## src/include/file_register_op_pkg.sv

```systemverilog
// Constants and types shared by the file-register instruction executor
// Behaviour
// RULE_01: Decrement, write, skip next word on zero
// RULE_02: Destination bit zero selects work, one selects file
// RULE_03: OR work with file, store, update zero
// RULE_04: Move file to work, or rewrite file itself
// RULE_05: Move updates zero flag from moved value
// RULE_06: Word is 00, opcode, destination, seven-bit address
package file_register_op_pkg;

	localparam int INSTR_W = 14;
	localparam int DATA_W = 8;
	localparam int ADDR_W = 7;
	localparam int FILE_DEPTH = 128;

	localparam int CLASS_MSB = 13;
	localparam int CLASS_LSB = 12;
	localparam int OPC_MSB = 11;
	localparam int OPC_LSB = 8;
	localparam int DEST_BIT = 7;
	localparam int ADDR_MSB = 6;
	localparam int ADDR_LSB = 0;

	localparam logic [1:0] CLASS_BYTE_OP = 2'h0;
	localparam logic [3:0] OPC_DEC_SKIP = 4'hb;
	localparam logic [3:0] OPC_OR_WORK = 4'h4;
	localparam logic [3:0] OPC_MOVE_FILE = 4'h8;

	localparam logic DEST_WORK = 1'b0;
	localparam logic DEST_FILE = 1'b1;

	localparam logic [7:0] WORK_RST = 8'h00;
	localparam logic [7:0] DATA_ZERO = 8'h00;
	localparam logic [7:0] DATA_ONE = 8'h01;
	localparam logic [6:0] ADDR_RST = 7'h00;
	localparam logic ZERO_RST = 1'b0;

	typedef enum logic [1:0] {
		OP_NONE,
		OP_DEC_SKIP,
		OP_OR_WORK,
		OP_MOVE_FILE
	} op_kind_t;

endpackage

```

## src/rtl/file_register_op_execute.sv

```systemverilog
// Two-stage executor for three byte-oriented file-register instructions
`timescale 1ns/1ps
`default_nettype none
module file_register_op_execute
	import file_register_op_pkg::*;
(
	input wire logic i_clk,
	input wire logic i_sys_rst,
	input wire logic i_instr_valid,
	input wire logic [INSTR_W-1:0] i_instr,
	input wire logic i_load_en,
	input wire logic [ADDR_W-1:0] i_load_addr,
	input wire logic [DATA_W-1:0] i_load_data,
	input wire logic i_work_load_en,
	input wire logic [DATA_W-1:0] i_work_load_data,
	output logic [DATA_W-1:0] o_work,
	output logic o_zero,
	output logic o_done,
	output logic o_skip,
	output logic o_annulled,
	output logic o_unsupported,
	output logic o_file_we,
	output logic [ADDR_W-1:0] o_file_addr,
	output logic [DATA_W-1:0] o_file_data
);

	function automatic op_kind_t decode_op(input logic [INSTR_W-1:0] word);
		op_kind_t kind;
		kind = OP_NONE;
		if (word[CLASS_MSB:CLASS_LSB] == CLASS_BYTE_OP) begin // see RULE_06
			case (word[OPC_MSB:OPC_LSB])
				OPC_DEC_SKIP: kind = OP_DEC_SKIP;
				OPC_OR_WORK: kind = OP_OR_WORK;
				OPC_MOVE_FILE: kind = OP_MOVE_FILE;
				default: kind = OP_NONE;
			endcase
		end
		return kind;
	endfunction

	function automatic logic [ADDR_W-1:0] addr_of(
		input logic [INSTR_W-1:0] word);
		return word[ADDR_MSB:ADDR_LSB]; // see RULE_06
	endfunction

	// Execute stage
	logic ex_valid_reg;
	logic ex_valid_next;
	op_kind_t ex_op_reg;
	op_kind_t ex_op_next;
	logic ex_dest_reg;
	logic ex_dest_next;
	logic [ADDR_W-1:0] ex_addr_reg;
	logic [ADDR_W-1:0] ex_addr_next;

	// Architectural state and forwarding
	logic [DATA_W-1:0] w_reg;
	logic [DATA_W-1:0] w_next;
	logic z_reg;
	logic z_next;
	logic skip_reg;
	logic skip_next;
	logic fwd_valid_reg;
	logic fwd_valid_next;
	logic [ADDR_W-1:0] fwd_addr_reg;
	logic [ADDR_W-1:0] fwd_addr_next;
	logic [DATA_W-1:0] fwd_data_reg;
	logic [DATA_W-1:0] fwd_data_next;

	// Registered event outputs
	logic done_next;
	logic skip_ev_next;
	logic annul_next;
	logic unsup_next;

	// Memory port wiring
	logic mem_we;
	logic [ADDR_W-1:0] mem_waddr;
	logic [DATA_W-1:0] mem_wdata;
	logic [ADDR_W-1:0] mem_raddr;
	logic [DATA_W-1:0] mem_rdata;

	// Execute datapath
	logic [DATA_W-1:0] file_val;
	logic [DATA_W-1:0] result;
	logic result_zero;
	logic annul;
	logic exec_live;
	logic write_file;
	logic write_work;

	file_reg_mem u_mem (
		.i_clk(i_clk),
		.i_sys_rst(i_sys_rst),
		.i_we(mem_we),
		.i_waddr(mem_waddr),
		.i_wdata(mem_wdata),
		.i_raddr(mem_raddr),
		.o_rdata(mem_rdata)
	);

	// Decode stage: operand read is launched as the word is taken
	always_comb begin
		mem_raddr = addr_of(i_instr);
		ex_valid_next = i_instr_valid;
		ex_op_next = decode_op(i_instr);
		ex_dest_next = i_instr[DEST_BIT];
		ex_addr_next = addr_of(i_instr);
	end

	always_ff @(posedge i_clk) begin
		if (i_sys_rst) begin
			ex_valid_reg <= 1'b0;
			ex_op_reg <= OP_NONE;
			ex_dest_reg <= DEST_WORK;
			ex_addr_reg <= ADDR_RST;
		end else begin
			ex_valid_reg <= ex_valid_next;
			ex_op_reg <= ex_op_next;
			ex_dest_reg <= ex_dest_next;
			ex_addr_reg <= ex_addr_next;
		end
	end

	// The read was launched before the previous write landed, so the
	// last written word is forwarded instead of stalling the pipe
	always_comb begin
		if (fwd_valid_reg && (fwd_addr_reg == ex_addr_reg)) begin
			file_val = fwd_data_reg;
		end else begin
			file_val = mem_rdata;
		end
	end

	// Prefetched word after a zero decrement becomes a no-operation
	always_comb begin
		annul = ex_valid_reg && skip_reg; // see RULE_01
		exec_live = ex_valid_reg && !skip_reg && (ex_op_reg != OP_NONE);
	end

	always_comb begin
		case (ex_op_reg)
			OP_DEC_SKIP: result = file_val - DATA_ONE; // see RULE_01
			OP_OR_WORK: result = w_reg | file_val; // see RULE_03
			OP_MOVE_FILE: result = file_val; // see RULE_04
			default: result = file_val;
		endcase
		result_zero = (result == DATA_ZERO);
	end

	always_comb begin
		write_file = exec_live && (ex_dest_reg == DEST_FILE); // see RULE_02
		write_work = exec_live && (ex_dest_reg == DEST_WORK); // see RULE_02
	end

	// Execute write wins the single write port over a preload
	always_comb begin
		if (write_file) begin
			mem_we = 1'b1;
			mem_waddr = ex_addr_reg;
			mem_wdata = result;
		end else begin
			mem_we = i_load_en;
			mem_waddr = i_load_addr;
			mem_wdata = i_load_data;
		end
		fwd_valid_next = mem_we;
		fwd_addr_next = mem_waddr;
		fwd_data_next = mem_wdata;
	end

	always_comb begin
		w_next = w_reg;
		if (write_work) begin
			w_next = result;
		end else if (i_work_load_en) begin
			w_next = i_work_load_data;
		end
	end

	// Decrement-and-skip leaves the zero flag alone
	always_comb begin
		z_next = z_reg;
		if (exec_live && (ex_op_reg == OP_OR_WORK)) begin
			z_next = result_zero; // see RULE_03
		end else if (exec_live && (ex_op_reg == OP_MOVE_FILE)) begin
			z_next = result_zero; // see RULE_05
		end
	end

	// A pending skip waits for the next taken word, however late
	always_comb begin
		skip_next = skip_reg;
		if (annul) begin
			skip_next = 1'b0;
		end else if (exec_live && (ex_op_reg == OP_DEC_SKIP) && result_zero) begin
			skip_next = 1'b1; // see RULE_01
		end
	end

	always_ff @(posedge i_clk) begin
		if (i_sys_rst) begin
			w_reg <= WORK_RST;
			z_reg <= ZERO_RST;
			skip_reg <= 1'b0;
			fwd_valid_reg <= 1'b0;
			fwd_addr_reg <= ADDR_RST;
			fwd_data_reg <= DATA_ZERO;
		end else begin
			w_reg <= w_next;
			z_reg <= z_next;
			skip_reg <= skip_next;
			fwd_valid_reg <= fwd_valid_next;
			fwd_addr_reg <= fwd_addr_next;
			fwd_data_reg <= fwd_data_next;
		end
	end

	always_comb begin
		done_next = ex_valid_reg;
		skip_ev_next = exec_live && (ex_op_reg == OP_DEC_SKIP) && result_zero;
		annul_next = annul;
		unsup_next = ex_valid_reg && !skip_reg && (ex_op_reg == OP_NONE);
	end

	always_ff @(posedge i_clk) begin
		if (i_sys_rst) begin
			o_done <= 1'b0;
			o_skip <= 1'b0;
			o_annulled <= 1'b0;
			o_unsupported <= 1'b0;
			o_file_we <= 1'b0;
			o_file_addr <= ADDR_RST;
			o_file_data <= DATA_ZERO;
		end else begin
			o_done <= done_next;
			o_skip <= skip_ev_next;
			o_annulled <= annul_next;
			o_unsupported <= unsup_next;
			o_file_we <= write_file;
			o_file_addr <= ex_addr_reg;
			o_file_data <= result;
		end
	end

	always_comb begin
		o_work = w_reg;
		o_zero = z_reg;
	end

endmodule
`default_nettype wire

```

## src/rtl/file_reg_mem.sv

```systemverilog
// File register memory with registered read data
`timescale 1ns/1ps
`default_nettype none
module file_reg_mem
	import file_register_op_pkg::*;
(
	input wire logic i_clk,
	input wire logic i_sys_rst,
	input wire logic i_we,
	input wire logic [ADDR_W-1:0] i_waddr,
	input wire logic [DATA_W-1:0] i_wdata,
	input wire logic [ADDR_W-1:0] i_raddr,
	output logic [DATA_W-1:0] o_rdata
);

	logic [DATA_W-1:0] mem_reg [FILE_DEPTH];
	logic [DATA_W-1:0] rdata_next;

	// Read returns the old word when the same address is written
	always_comb begin
		rdata_next = mem_reg[i_raddr];
	end

	always_ff @(posedge i_clk) begin
		if (i_we) begin
			mem_reg[i_waddr] <= i_wdata;
		end
	end

	always_ff @(posedge i_clk) begin
		if (i_sys_rst) begin
			o_rdata <= DATA_ZERO;
		end else begin
			o_rdata <= rdata_next;
		end
	end

endmodule
`default_nettype wire

```

## config.mk

```make
export PLATFORM = sky130hd
export DESIGN_NAME = file_register_op_execute
export DESIGN_NICKNAME = d
export VERILOG_FILES = /design/src/include/file_register_op_pkg.sv /design/src/rtl/file_register_op_execute.sv /design/src/rtl/file_reg_mem.sv
export SDC_FILE = /design/constraint.sdc
export NUM_CORES = 1
export LEC_CHECK = 0
export BUFFER_PORTS_ARGS = -buffer_cell sky130_fd_sc_hd__buf_2
export CORE_MARGIN = 2
export CORE_UTILIZATION = 45
export CTS_BUF_LIST = sky130_fd_sc_hd__clkbuf_16
export DETAILED_ROUTE_END_ITERATION = 12
export GPL_ROUTABILITY_DRIVEN = 0
export PLACE_DENSITY = 0.71
export SLEW_MARGIN = 15
export SYNTH_ARGS = -nofsm -noshare
export SYNTH_HDL_FRONTEND = slang
export SYNTH_SLANG_ARGS = --single-unit
```

## constraint.sdc

```tcl
create_clock -name i_clk -period 10.5 [get_ports i_clk]
set_clock_uncertainty 0.1 [all_clocks]
set_input_delay 0.525 -clock i_clk [delete_from_list [all_inputs] [get_ports i_clk]]
set_output_delay 0.525 -clock i_clk [all_outputs]
set_load 0.1 [all_outputs]
```

## Yosys cells after proc, flatten, opt, wreduce, memory -nomap -nowiden

Memory sizes are Yosys's and may differ from the RTL's. A register that Yosys moved wholly into a read port is not among the register bits.
Index checks and enable logic that the tools add are counted.

| storage, ports and cells | value |
|---|---|
| flip-flop bits (word level) | 57 |
| bits in writable memories | 1024 |
| input bits | 42 |
| logic and storage cells | 61 |
| memories | 1 |

Memory list:

| name | words | width | rd ports | clocked after memory_dff | write ports | RTL line | text |
|---|---|---|---|---|---|---|---|
| u_mem.mem_reg | 128 | 8 | 1 | 1 | 1 | file_reg_mem.sv:16 | `logic [DATA_W-1:0] mem_reg [FILE_DEPTH];` |

| operators by class | value |
|---|---|
| $add $sub $neg | 1 |
| equality and inequality tests | 7 |
| multiplexer cells | 12 |
| bitwise operators | 3 |
| reductions and logical operators | 20 |

Operators with widths:

| operator | number |
|---|---|
| 8-bit two-way mux | 4 |
| 8-bit one-hot mux with 2 select lines | 1 |
| 1-bit logical AND | 11 |
| 4-bit == test (second input constant) | 2 |
| 8-bit logical NOT | 1 |
| 8-bit OR | 1 |
| 8-bit by 1-bit subtractor with 8-bit output (second input constant) | 1 |
| 7-bit == test | 1 |
| 7-bit two-way mux | 1 |
| 2-bit one-hot mux with 3 select lines | 1 |
| 2-bit nonzero test | 3 |
| 1-bit two-way mux | 5 |
| 2-bit == test (second input constant) | 2 |
| 4-bit by 3-bit == test with 1-bit output (second input constant) | 1 |
| 2-bit logical NOT | 2 |
| 2-bit OR reduction | 2 |
| 2-bit by 1-bit == test with 1-bit output (second input constant) | 1 |
| 1-bit inverter | 2 |
| 1-bit logical NOT | 1 |

## Longest topological paths before layout

| logic depth | value |
|---|---|
| depth in word-level cells | 8 |
| depth in mapped cells | 14 |

## Hierarchy

Synthesis repeated with hierarchy kept, for this count alone.

| second synthesis, totals | value |
|---|---|
| cells, all modules | 2354 |
| area total of the unflattened synthesis | 43282.8 µm² |

Modules (own cells, without submodules):

| module | instances | cells each | area each (µm²) | seq. area each (µm²) |
|---|---|---|---|---|
| file_reg_mem | 1 | 2037 | 40545.1 | 30909.6 |
| file_register_op_execute | 1 | 317 | 2737.6 | 1141.1 |

## Worst setup path before layout

Ideal clock, no wire load.

| path | value |
|---|---|
| path type | register to register |
| from | reg ex_addr_reg[0] |
| to | mem u_mem.mem_reg[0][6] (data pin) |
| arrival time | 7.635 ns |
| required time | 9.196 ns |
| setup slack | 1.561 ns |
| stages on the path, launching flop included | 13 |
| path buffers | 1 |
| cells stage by stage | dfxtp_1 -> xnor2_1 -> nand2_1 -> nor4_2 -> buf_6 -> mux2i_1 -> ha_1 -> nor3b_1 -> nand2_1 -> mux2i_1 -> a21oi_1 -> a22oi_1 -> o21ai_0 |

| on the way | value |
|---|---|
| longest elaborated chain between the ends | 6 |
| elaborated cells between the ends (all ways) | 7 |
| classes of those cells | add/sub: 1; eq/ne: 1; mux: 3; bitwise: 1; reduce/logical: 1 |

RTL lines:

| what | RTL line | text |
|---|---|---|
| start, declared | file_register_op_execute.sv:53 | `logic [ADDR_W-1:0] ex_addr_reg;` |
| start signal, assigned | file_register_op_execute.sv:121 | `ex_addr_reg <= ex_addr_next;` |
| 7-bit == test * | file_register_op_execute.sv:128 | `if (fwd_valid_reg && (fwd_addr_reg == ex_addr_reg)) begin` |
| 1-bit logical AND * | file_register_op_execute.sv:128 |  |
| 8-bit two-way mux * | file_register_op_execute.sv:128 |  |
| 8-bit by 1-bit subtractor with 8-bit output or 8-bit OR (tied branches) | file_register_op_execute.sv:143, file_register_op_execute.sv:144 |  |
| 8-bit one-hot mux with 2 select lines * | file_register_op_execute.sv:142 | `case (ex_op_reg)` |
| 8-bit two-way mux * | file_register_op_execute.sv:158 | `if (write_file) begin` |
| via fwd_data_next[6] | file_register_op_execute.sv:68 | `logic [DATA_W-1:0] fwd_data_next;` |
| end, declared | file_reg_mem.sv:16 |  |

Mark *: on every way through the listed nets, which the timed path passes. The rest lies on a longest branch.

## Worst setup path in the final report

| path | value |
|---|---|
| from | reg ex_addr_reg[2] |
| to | mem u_mem.mem_reg[126][6] (data pin) |

The elaborated chain is that of the path after synthesis.

==> metrics <==
Post-Synthesis Cells=2036; Async SR Flop Fraction=0%; drt drc=0; drt wl/cell=26.90 um; highest routed layer=met4; Internal Power=0.007000 W; worst setup path category=reg2reg; Worst Hold Endpoint=fwd_addr_reg[5]; sw power=0.001902 W; core box area=93470 um^2; share of total power in combinational logic=5.7%; area grow syn2layout=12.17%; LEAKAGE=14.97 nW; Max Cap Viol=0; Final TNS setup=0 ps; Max VDD drop=0.1432 mV; grt total ovfl=0; EDFF count, synth=1024; Layout Cells excl Fill=3474; FP Rows=112; DRT Wirelength=93430 um; Worst R2R End=u_mem.mem_reg[126][6]; post-DP HPWL=56160 um; fill cell count=7190; Synth Cell Area=42540 um^2; Reg power frac=53.7%; largest net degree at the start of global routing=105; die area=97020 um^2; initial antenna violation count=0; first-pass GRT wire length=140000 um; Syn Area/Cell=20.90 um^2; chip height=311.5 um; # resized after CTS=0; postcts setup bufs=0; I/O pins=71; R2R Setup Slk=5730 ps; Synth Warn #=0; layout cells sized above 1=26.98%; max_slew headroom=21.78%; Vias/cell=5.940; Final setup viols=0; drt pass-1 iters=5; Nets=2183; Min Hold Slack=49.74 ps; Critical Path Start Type=flop; Initial Utilization=45.52%; Antenna diodes=0; Largest register FFs=1024; Inst Count DP=3279; H-tree depth=3; Routed met2 length=45490 um; hold_buf cts=5; maximum clock path buffer count=3; Seq cells post-synth=1089; Fmax achieved=209.7 MHz; initial DRC count=2607; CTS clock-pin slew for the worst setup and hold paths=60 ps; Min-Delay Path Depth=3; CTS tree=yes; Worst R2R Start=ex_addr_reg[2]; crit path time final=4768 ps; worst min-delay path startpoint=i_load_addr[5]; prevailing post-synth register cell=edfxtp_1; leading area contributor after synthesis=edfxtp_1; PwrDens=186.6 nW/um^2; CP arrival=5030 ps; vias in the first global route=20.99k; CTS root buffer=clkbuf_16; Clock Sink Count=1089; endpoints failing hold=0; worst-margin pin slew=1173 ps; worst skew pair latency=680 ps; distinct cell type count after synthesis=58; critical path capture point type=flop; fin util=51.05%; met3 wire len=7842 um; CTS Buf Count=103; GRT Total Usage=19.31%; Power Total=0.008903 W; Hold Crit Class=in2reg; Critical Path Fanout Max=75; RSZ-0062 raised after global routing=no; outcome=completed; clock power share=40.6%; Seq/Total Area, Yosys=75.34%; worst r2r path cells=14; DRT antenna net count=0; Synth top area share=72.28%; IO Port Bufs=70; Synthesized Nets=2083; Die Wd=311.5 um; Req. time, crit path=10770 ps; Via Count=20.64k; M1 WL=37960 um; Net Sw Frac=21.37%; Max Slew Vio Count=0; Synth area leaders=edfxtp_1, mux4_2, dfxtp_1; Period Utilization, post-route=45.41%
cells in the mapped netlist (2+ instances only):
cell type  number
or3_1           3
a22oi_1         2
edfxtp_1     1024
mux4_2        312
o21ai_1        10
nor2_1        172
o21ai_0        12
nand2_1        80
o31ai_1         3
nor2b_1        36
ha_1            5
mux2_2         25
a31oi_1         3
buf_1           9
o22ai_1         9
a211oi_1       21
a21oi_1        14
mux2i_1        27
a221oi_1        2
o31a_1          2
nand3b_1       13
dfxtp_1        65
nand3_1        17
inv_1           4
nor3b_1         4
clkbuf_1       69
xnor2_1         8
and2_1          5
nor4_1          3
nor3_1          6
nand2b_1        6
buf_2          31
o221ai_1        9
through the flow:
| step | setup slack (ps) | instance area (um^2) |
|---|---|---|
| floorplan | 1561 | 42540 |
| global placement | 5917 | 44340 |
| detailed placement | 5848 | 44340 |
| CTS | 5804 | 47690 |
| global route | 5344 | 47720 |
| finish | 5732 | 47720 |
cell usage in the layout, fill, tap and decap left out, drive strengths merged, types with 3 or more instances in the layout:
| cell type | n |
|---|---|
| or3 | 3 |
| nand3b | 13 |
| a31oi | 3 |
| xnor2 | 8 |
| inv | 37 |
| nor2 | 172 |
| clkinv | 36 |
| ha | 5 |
| mux4 | 312 |
| o21ai | 22 |
| and2 | 6 |
| clkbuf | 106 |
| mux2i | 27 |
| nor3b | 4 |
| nor4 | 4 |
| mux2 | 26 |
| dlygate4sd3 | 5 |
| nand2b | 6 |
| clkinvlp | 5 |
| dfxtp | 65 |
| nor3 | 6 |
| edfxtp | 1024 |
| buf | 101 |
| nand2 | 80 |
| nor2b | 36 |
| o22ai | 9 |
| o221ai | 9 |
| a21oi | 15 |
| o31ai | 4 |
| nand3 | 17 |
| a211oi | 21 |
| bufinv | 9 |
worst max-delay path, stage by stage (launching register included):
cell     delay (ps)
dfxtp_1         450
xnor2_1         160
nand2_1         130
nor4_2          270
buf_4           250
mux2i_1         340
ha_1            320
nor3b_1         340
nand2_1         120
mux2i_1         130
a21oi_1         160
a22oi_1         180
o21ai_4         170
buf_4           520
buf_4           710
layer usage:
layer	vias to the layer above	track usage, %
li1	8600	-
met3	159	3.541
met4	0	5.226
met5	-	0
met1	10862	27.60
met2	1016	30.79
power groups by stage:
| stage | logic (W) | registers [W] | clock network, W |
|---|---|---|---|
| global placement | 0.000497 | 0.00487 | 0 |
| CTS | 0.000506 | 0.00478 | 0.00367 |
| finish | 0.000504 | 0.00478 | 0.00362 |
| global route | 0.000533 | 0.00478 | 0.00383 |
| detailed placement | 0.000503 | 0.00487 | 0 |
| floorplan | 0.000300 | 0.00492 | 0 |
worst max path at each step:
stage | from | end | slack [ps] | depth (start not counted)
6_report | ex_addr_reg[2] | u_mem.mem_reg[126][6] | 5730 | 14
5_1_grt | ex_addr_reg[0] | u_mem.mem_reg[80][6] | 5340 | 14
4_1_cts | ex_addr_reg[0] | u_mem.mem_reg[81][6] | 5800 | 14
3_5_place_dp | ex_addr_reg[0] | u_mem.mem_reg[126][6] | 5850 | 14
3_3_place_gp | ex_addr_reg[2] | u_mem.mem_reg[126][6] | 5920 | 14
2_1_floorplan | ex_addr_reg[0] | u_mem.mem_reg[0][6] | 1560 | 12
cell families after synthesis:
logic type | synth area share (%)
AO/OA/AOI/OAI | 1.500
XOR/XNOR | 0.1853
multiplexers | 17.84
buffers and inverters | 1.132
adder cells (fa/ha/maj) | 0.1471
flip-flops | 75.34
AND/OR/NAND/NOR | 3.859
final cells by class:
cell class | count | area [um^2] | share of cell area (%)
Inverter | 4 | 15.01 | 0.03146
Sequential cell | 1089 | 32050 | 67.16
Clock buffer | 106 | 2653 | 5.558
Tap cell | 1254 | 1569 | 3.288
Timing Repair Buffer | 106 | 684.4 | 1.434
Clock inverter | 83 | 654.4 | 1.371
Multi-Input combinational cell | 832 | 10090 | 21.15
Power figures use the tool's default switching activity.
